$ cat src/rtl/sra_pkg.sv
// Constants shared by the segment reassembly controller
package sra_pkg;
    // ------------------------------------------------------------
    // Segment kinds as carried on the segment input
    // ------------------------------------------------------------
    typedef enum logic [1:0] {
        SRA_SEG_CONT = 2'b00,
        SRA_SEG_END = 2'b01,
        SRA_SEG_BEGIN = 2'b10,
        SRA_SEG_SINGLE = 2'b11
    } sra_seg_type;

    // ------------------------------------------------------------
    // Widths and reserved values
    // ------------------------------------------------------------
    localparam int TAG_W = 10;
    localparam logic [TAG_W-1:0] TAG_RSVD = 10'h000;
    localparam int SEQ_W = 4;
    localparam int ADDR_W = 8;
    localparam int CNT_W = 16;

    // ------------------------------------------------------------
    // Register offsets and reset values
    // ------------------------------------------------------------
    localparam logic [ADDR_W-1:0] REG_CTRL = 8'h00;
    localparam logic [ADDR_W-1:0] REG_ACTIVE = 8'h04;
    localparam logic [ADDR_W-1:0] REG_DROPS = 8'h08;
    localparam int CTRL_EN_BIT = 0;
    localparam logic CTRL_EN_RST = 1'b1;

    // ------------------------------------------------------------
    // Reassembly timer, context count and channel width
    // ------------------------------------------------------------
    localparam int unsigned CLK_PERIOD_NS = 40;
    localparam int unsigned TMR_TIME_MS = 100;
    localparam int unsigned TMR_CYC = (TMR_TIME_MS * 1000000) / CLK_PERIOD_NS;
    localparam int unsigned CTX_NUM = 4;
    localparam int unsigned VCI_WIDTH = 8;
endpackage

$ cat src/rtl/sra_reassembly.sv
// Segment reassembly controller: per channel/tag contexts, sequence check, timer, status report
//
// The plain strobed port and the address map were decided locally.
`timescale 1ns/1ps
`default_nettype none

module sra_reassembly #(
    parameter int unsigned P_CTX_NUM = sra_pkg::CTX_NUM,
    parameter int unsigned P_VCI_W = sra_pkg::VCI_WIDTH,
    parameter int unsigned P_TMR_CYC = sra_pkg::TMR_CYC
) (
    input wire logic i_core_clk,
    input wire logic i_nrst,
    input wire logic i_ce,
    input wire logic i_seg_valid,
    input wire logic [1:0] i_seg_type,
    input wire logic [P_VCI_W-1:0] i_seg_vci,
    input wire logic [sra_pkg::TAG_W-1:0] i_seg_tag,
    input wire logic [sra_pkg::SEQ_W-1:0] i_seg_seq,
    input wire logic i_seg_crc_ok,
    input wire logic i_seg_da_match,
    input wire logic i_seg_da_indiv,
    input wire logic i_seg_bus,
    input wire logic [sra_pkg::ADDR_W-1:0] i_addr,
    input wire logic [31:0] i_wdata,
    input wire logic i_wr,
    input wire logic i_rd,
    output logic [31:0] o_rdata,
    output logic o_single,
    output logic o_start,
    output logic o_append,
    output logic o_deliver,
    output logic o_discard,
    output logic [$clog2(P_CTX_NUM)-1:0] o_ctx,
    output logic [P_CTX_NUM-1:0] o_expired,
    output logic o_status_a,
    output logic o_status_b
);
    import sra_pkg::*;

    localparam int IDX_W = $clog2(P_CTX_NUM);
    localparam int TMR_W = $clog2(P_TMR_CYC + 1);
    localparam logic [TMR_W-1:0] TMR_LAST = TMR_W'(P_TMR_CYC - 1);

    // ------------------------------------------------------------
    // State
    // ------------------------------------------------------------
    typedef struct packed {
        logic [P_CTX_NUM-1:0] act;
        logic [P_CTX_NUM-1:0] ind;
        logic [P_CTX_NUM-1:0][P_VCI_W-1:0] virtual_channel_id;
        logic [P_CTX_NUM-1:0][TAG_W-1:0] tag;
        logic [P_CTX_NUM-1:0][SEQ_W-1:0] seq;
        logic [P_CTX_NUM-1:0][TMR_W-1:0] tmr;
        logic en;
        logic [CNT_W-1:0] drops;
        logic [31:0] rdata;
        logic single;
        logic start;
        logic append;
        logic deliver;
        logic discard;
        logic [IDX_W-1:0] ctx;
        logic [P_CTX_NUM-1:0] expired;
        logic sta;
        logic stb;
    } sra_state_type;

    sra_state_type st_reg;
    sra_state_type st_next;
    logic seg_ok;
    logic hit;
    logic [P_CTX_NUM-1:0] key_hit;
    logic [IDX_W-1:0] hidx;
    logic free;
    logic [IDX_W-1:0] fidx;
    logic rep;
    logic drop;

    // Modulo-16 successor of a sequence value
    function automatic logic [SEQ_W-1:0] seq_inc(input logic [SEQ_W-1:0] v);
        seq_inc = SEQ_W'(v + 4'h1);
    endfunction

    // ------------------------------------------------------------
    // Next-state logic
    // ------------------------------------------------------------
    always_comb begin
        st_next = st_reg;
        st_next.single = 1'b0;
        st_next.start = 1'b0;
        st_next.append = 1'b0;
        st_next.deliver = 1'b0;
        st_next.discard = 1'b0;
        st_next.expired = '0;
        st_next.sta = 1'b0;
        st_next.stb = 1'b0;
        st_next.rdata = 32'h0000_0000;
        rep = 1'b0;
        drop = 1'b0;
        // Failed checks and the reserved tag never reach a context
        seg_ok = i_seg_valid && i_seg_crc_ok && st_reg.en && (i_seg_tag != TAG_RSVD);
        // Lookup on the full channel/tag key
        hit = 1'b0;
        hidx = '0;
        key_hit = '0;
        for (int i = 0; i < int'(P_CTX_NUM); i++) begin
            key_hit[i] = st_reg.act[i] && st_reg.virtual_channel_id[i] == i_seg_vci && st_reg.tag[i] == i_seg_tag;
            if (key_hit[i] && !hit) begin
                hit = 1'b1;
                hidx = IDX_W'(i);
            end
        end
        // Lowest idle context is the one handed out
        free = 1'b0;
        fidx = '0;
        for (int i = int'(P_CTX_NUM) - 1; i >= 0; i--) begin
            if (!st_reg.act[i]) begin
                free = 1'b1;
                fidx = IDX_W'(i);
            end
        end
        // Independent timers, one per active context
        for (int i = 0; i < int'(P_CTX_NUM); i++) begin
            if (st_reg.act[i]) begin
                if (st_reg.tmr[i] == TMR_LAST) begin
                    st_next.act[i] = 1'b0;
                    st_next.tmr[i] = '0;
                    st_next.expired[i] = 1'b1;
                end else begin
                    st_next.tmr[i] = TMR_W'(st_reg.tmr[i] + 1'b1);
                end
            end
        end
        // Segment handling; a hit beats a timer expiring in the same cycle
        if (seg_ok) begin
            if (i_seg_type == SRA_SEG_SINGLE) begin
                st_next.single = 1'b1;
            end else if (hit) begin
                st_next.ctx = hidx;
                st_next.expired[hidx] = 1'b0;
                st_next.act[hidx] = 1'b1;
                if (i_seg_type == SRA_SEG_BEGIN) begin
                    if (i_seg_da_match) begin
                        st_next.discard = 1'b1;
                        st_next.start = 1'b1;
                        st_next.tmr[hidx] = '0;
                        st_next.seq[hidx] = seq_inc(i_seg_seq);
                        st_next.ind[hidx] = i_seg_da_indiv;
                        rep = i_seg_da_indiv;
                        drop = 1'b1;
                    end
                end else if (i_seg_seq == st_reg.seq[hidx]) begin
                    st_next.append = 1'b1;
                    rep = st_reg.ind[hidx];
                    if (i_seg_type == SRA_SEG_CONT) begin
                        st_next.seq[hidx] = seq_inc(st_reg.seq[hidx]);
                    end else begin
                        st_next.deliver = 1'b1;
                        st_next.act[hidx] = 1'b0;
                        st_next.tmr[hidx] = '0;
                    end
                end else begin
                    // Early end of the unit, nothing delivered
                    st_next.discard = 1'b1;
                    st_next.act[hidx] = 1'b0;
                    st_next.tmr[hidx] = '0;
                    rep = st_reg.ind[hidx];
                    drop = 1'b1;
                end
            end else if (i_seg_type == SRA_SEG_BEGIN) begin
                if (i_seg_da_match && free) begin
                    st_next.start = 1'b1;
                    st_next.ctx = fidx;
                    st_next.act[fidx] = 1'b1;
                    st_next.virtual_channel_id[fidx] = i_seg_vci;
                    st_next.tag[fidx] = i_seg_tag;
                    st_next.tmr[fidx] = '0;
                    st_next.seq[fidx] = seq_inc(i_seg_seq);
                    st_next.ind[fidx] = i_seg_da_indiv;
                    rep = i_seg_da_indiv;
                end else if (i_seg_da_match) begin
                    // No room: drop silently, the optional report is not given
                    st_next.discard = 1'b1;
                    drop = 1'b1;
                end
                // No destination match: ignored entirely
            end else begin
                st_next.discard = 1'b1;
                drop = 1'b1;
            end
        end
        // Report on the arrival bus only
        st_next.sta = rep && !i_seg_bus;
        st_next.stb = rep && i_seg_bus;
        // Register writes; a drop in the clearing cycle still counts
        if (i_wr && i_addr == REG_CTRL) begin
            st_next.en = i_wdata[CTRL_EN_BIT];
        end
        if (i_wr && i_addr == REG_DROPS) begin
            st_next.drops = CNT_W'(drop);
        end else if (drop) begin
            st_next.drops = CNT_W'(st_reg.drops + 1'b1);
        end
        // Read data valid the cycle after the strobe, zero otherwise
        if (i_rd) begin
            case (i_addr)
                REG_CTRL: st_next.rdata = 32'(st_reg.en);
                REG_ACTIVE: st_next.rdata = 32'(st_reg.act);
                REG_DROPS: st_next.rdata = 32'(st_reg.drops);
                default: st_next.rdata = 32'h0000_0000;
            endcase
        end
    end

    // ------------------------------------------------------------
    // State register
    // ------------------------------------------------------------
    always_ff @(posedge i_core_clk or negedge i_nrst) begin
        if (!i_nrst) begin
            st_reg <= '0;
            st_reg.en <= CTRL_EN_RST;
        end else if (i_ce) begin
            st_reg <= st_next;
        end
    end

    // Outputs straight from the state register
    assign o_rdata = st_reg.rdata;
    assign o_single = st_reg.single;
    assign o_start = st_reg.start;
    assign o_append = st_reg.append;
    assign o_deliver = st_reg.deliver;
    assign o_discard = st_reg.discard;
    assign o_ctx = st_reg.ctx;
    assign o_expired = st_reg.expired;
    assign o_status_a = st_reg.sta;
    assign o_status_b = st_reg.stb;
endmodule

`default_nettype wire

$ cat config.mk
export PLATFORM = sky130hd
export DESIGN_NAME = sra_reassembly
export DESIGN_NICKNAME = d
export VERILOG_FILES = /design/src/rtl/sra_pkg.sv /design/src/rtl/sra_reassembly.sv
export SDC_FILE = /design/constraint.sdc
export NUM_CORES = 1
export LEC_CHECK = 0
export ABC_AREA = 1
export CAP_MARGIN = 0
export CORE_MARGIN = 2
export CORE_UTILIZATION = 51
export CTS_CLUSTER_DIAMETER = 120
export DETAILED_ROUTE_END_ITERATION = 10
export DONT_BUFFER_PORTS = 1
export PLACE_DENSITY = 0.75
export SETUP_SLACK_MARGIN = 0.02
export SYNTH_ARGS = -nofsm -noshare
export SYNTH_HDL_FRONTEND = slang
export SYNTH_SLANG_ARGS = --single-unit
$ cat constraint.sdc
create_clock -name i_core_clk -period 2.76 [get_ports i_core_clk]
set_clock_uncertainty 0.1 [all_clocks]
set_input_delay 0.414 -clock i_core_clk [delete_from_list [all_inputs] [get_ports i_core_clk]]
set_output_delay 0.414 -clock i_core_clk [all_outputs]
set_load 0.02 [all_outputs]
==> summary.md <==
| Metric | Value |
|---|---|
| Outcome | `finished, violations left` |
| Violated checks | `hold timing, setup timing` |
| CP Buf/Inv Count | `4` |
| Synthesized netlist cell count | `around 2400` |
| Placed Cells | `2896` |
| Post-route ant nets | `0` |
| CTS Sinks | `between 200 and 250` |
| Worst-skew pair later-pin latency | `0.56 ns` |
| Critical path arrival | `between 3 and 4 ns` |
| CTS H-tree lvls | `1` |
| Vias per cell | `5.85` |
| Root Buffer | `clkbuf_16` |
| Layout area overhead | `33.0%` |
| Global route overflow | `0` |
| Crit-path max FO | `5` |
| GRT Resource Usage Total | `31.3%` |
| N_diodes | `0` |
| Total CTS buffers | `27` |
| Async SR Flop Fraction | `100%` |
| Endpoints failing setup | `200` |
| Num ports | `119` |
| Combinational family with the most area after synthesis | `simple AND/OR/NAND/NOR gates` |
| Vias in the first global route | `between 15000 and 20000` |
| DRT Wirelength | `about 57000 µm` |
| Area leader, netlist | `dfrtp_1` |
| Layout Nets | `around 2700` |
| Setup crit start kind | `flip-flop` |
| CP peak stage delay | `between 0.4 and 0.5 ns` |
| Initial Util | `about half` |
| Final Cell Area | `~0.021 mm²` |
| Clock transition at the registers of the reported paths | `0.07 ns` |
| Reg2Reg Depth | `22` |
| Comb pwr share | `between 15 and 20%` |
| Sw Share | `a little under a third` |
| Drt pass-1 iters | `8` |
| Max-Cap Viols | `0` |
| Share of the synthesized area in the top cell type | `a little over a third` |
| Initial drt markers | `1925` |
| Setup WS post-layout | `-0.385 ns` |
| Pleak | `~10 nW` |
| Tcrit/Tclk final | `114%` |
| Post-Route Setup TNS | `-42.99 ns` |
| Most frequent cells in the layout | `nand2_1, inv_1, buf_4` |
| Clock power share | `around 40%` |
| R2r endpoint | `st_reg[81]$_DFFE_PN0P_` |
| Placement Cell Area | `roughly 0.018 mm²` |
| F_max | `318 MHz` |
| Top delay family on crit path | `simple AND/OR/NAND/NOR gates` |
| Largest cells by area after synthesis | `dfrtp_1, nand2_1, inv_1` |
| CTS tree | `built` |
| Xor/xnor share of the synthesized area | `4.34%` |
| Crit path cell chain | `inv_1, nand2_2, nand2_1, nor2_1, nand2_1, nor2_2, nand3_2, nand2_2, inv_2, a21oi_4, nand3_2, nand3b_1, nand2_2, nor2_4, nand3_4, buf_6, nand2_8, clkbuf_16, nand2_4, nand2_2, nand3_1, nand2_1` |
| Die width | `between 150 and 200 µm` |
| Slew Limit Fails | `0` |
| YS warnings | `0` |
| Initial antenna violation count | `1` |
| Switching power | `3.03 mW` |
| Non-filler cells, final | `a little over 3000` |
| Post-synthesis compound-gate area fraction | `between 10% and 20%` |
| EDFF count, synth | `0` |
| Die ar. | `approximately 0.033 mm²` |
| DR vias | `17800` |
| Mux share of post-synthesis cell area | `less than 1%` |
| Global-route wire length before repair | `between 80000 and 90000 µm` |
| CP most frequent cell | `nand2_2` |
| Most common cell after layout, fill and taps aside | `nand2_1` |
| Layout cell share with drive strength beyond 1 | `24.4%` |
| Largest net degree at the start of global routing | `231` |
| Final HPWL DP | `~35000 µm` |
| Total power draw | `between 9 and 10 mW` |
| Syn Area/Cell | `around 6.7 µm²` |
| HP Class | `in2async` |
| Internal power | `about 6.7 mW` |
| Worst slack at placement | `-0.344 ns` |
| Critical Path RT | `roughly 3.2 ns` |
| Reg power frac | `between 30% and 40%` |
| Post-Syn Area | `around 0.016 mm²` |
| Post-route core utilization | `between 60% and 70%` |
| Critical Setup Path Class | `reg2reg` |
| Yosys reg bits | `between 200 and 250` |
| Maximum vdd drop | `~0.00052 V` |
| Synth Area in Adders | `0.550%` |
| Slew margin rel. | `just over 40%` |
| Post-Synth Simple-Gate Area | `a little over a third` |
| Port buffer count | `0` |
| Row count | `between 60 and 70` |
| DRC errors left | `0` |
| Critical path's slowest cell | `dfrtp_1` |
| Reg2Reg Setup Slack | `-0.38 ns` |
| Worst-Margin Slew | `about 0.9 ns` |
| Clk buf depth | `3` |
| Ys flop type | `dfrtp_1` |
| Power density over the cells | `~460 mW/mm²` |
| Part of the Yosys area used for sequential elements | `between 30% and 40%` |
| Setup crit end kind | `flip-flop` |
| Yosys cell types | `57` |
| Core area | `around 0.031 mm²` |
| Gp weighted congestion | `approximately 0.95` |
| Die Ht | `between 150 and 200 µm` |
| Hold WS | `-0.553 ns` |
| RSZ-0062 raised after global routing | `true` |
| Fin. Hold Viols | `roughly 230` |
| Routed len/inst | `18.9 µm` |
| Minimum clock period | `between 3 and 4 ns` |
==> power by group through the flow <==
stage	logic, mW	clock network [mW]	registers, mW
6_report	1.92	3.91	3.86
5_1_grt	2.12	4.07	3.89
4_1_cts	1.74	3.93	3.85
3_5_place_dp	1.62	0	3.90
3_3_place_gp	1.58	0	3.89
2_1_floorplan	1.18	0	3.83
==> routing by layer <==
metal  part of all wire [%]  up-vias  track usage (%)  routed length, µm
met2                     46      944             51.2              26400
met1                     39     8392             41.5              22400
met5                      0        -                0                  0
li1                       -     8237                -                  -
met3                     10      239             5.83               5730
met4                    5.1        0             11.4               2940
==> cells in the mapped netlist (3+ instances only) <==
cell and number:
nor3b_1 6, a21oi_1 61, ha_1 7, nor2_1 164, o211ai_1 9, o21ai_0 168, o31ai_1 23, nor2_2 8
xnor2_1 14, o22ai_1 18, a32o_1 15, nand3_1 162, a22oi_1 3, nand3_2 6, and3_1 3, clkinv_1 3
and2_1 3, or2_2 4, clkbuf_1 65, inv_1 267, nand2_2 11, nor2_4 5, o21ai_1 8, dfrtp_1 229
buf_2 9, nand4_1 76, xor2_1 65, a211oi_1 3, nor4_1 34, inv_2 23, nor3_1 75, buf_6 3
buf_4 43, nand2_1 749
==> kinds of logic after synthesis <==
kind of cell | Yosys count
AND/OR/NAND/NOR | 1316
buffers and inverters | 415
AO/OA/AOI/OAI | 323
flip-flops | 230
XOR/XNOR | 79
adder cells (fa/ha/maj) | 7
multiplexers | 2
other | 1
==> worst reg2reg max path, delay by kind of cell, from the launching register on <==
kind	cells	cell delay, ns
DFF	1	0.41
buffers and inverters	4	0.45
and+or+nand+nor	17	1.87
AOI/OAI and AO/OA	1	0.24
==> worst max path at each step <==
stage / endpoint / slack [ns] / cells after the start
final: st_reg[81]$_DFFE_PN0P_ / -0.38 / 22
after global routing: st_reg[81]$_DFFE_PN0P_ / -0.64 / 22
after CTS: st_reg[45]$_DFFE_PN0P_ / -0.13 / 20
after detailed placement: st_reg[57]$_DFFE_PN0P_ / -0.34 / 23
after global placement: flip-flop / -0.29 / 22
after floorplan: st_reg[132]$_DFFE_PN0P_ / 0.02 / 21
==> layout make-up <==
type	count	area, µm²
multi-input cells	1743	9550
flip-flops and latches	230	5760
repair buffers	331	3310
fillers	2356	9490
clock inverters	13	221
clock buffers	37	733
well taps	396	495
inverters	293	1110
==> what timing repair did <==
action,CTS,global route
hold buffers,16,1
pin swaps,55,88
hold endpoints to repair,302,231
setup buffers,21,22
resized for setup,167,208
gates cloned,8,32
setup endpoints to repair,200,205
(Power assumes the default switching activity.)
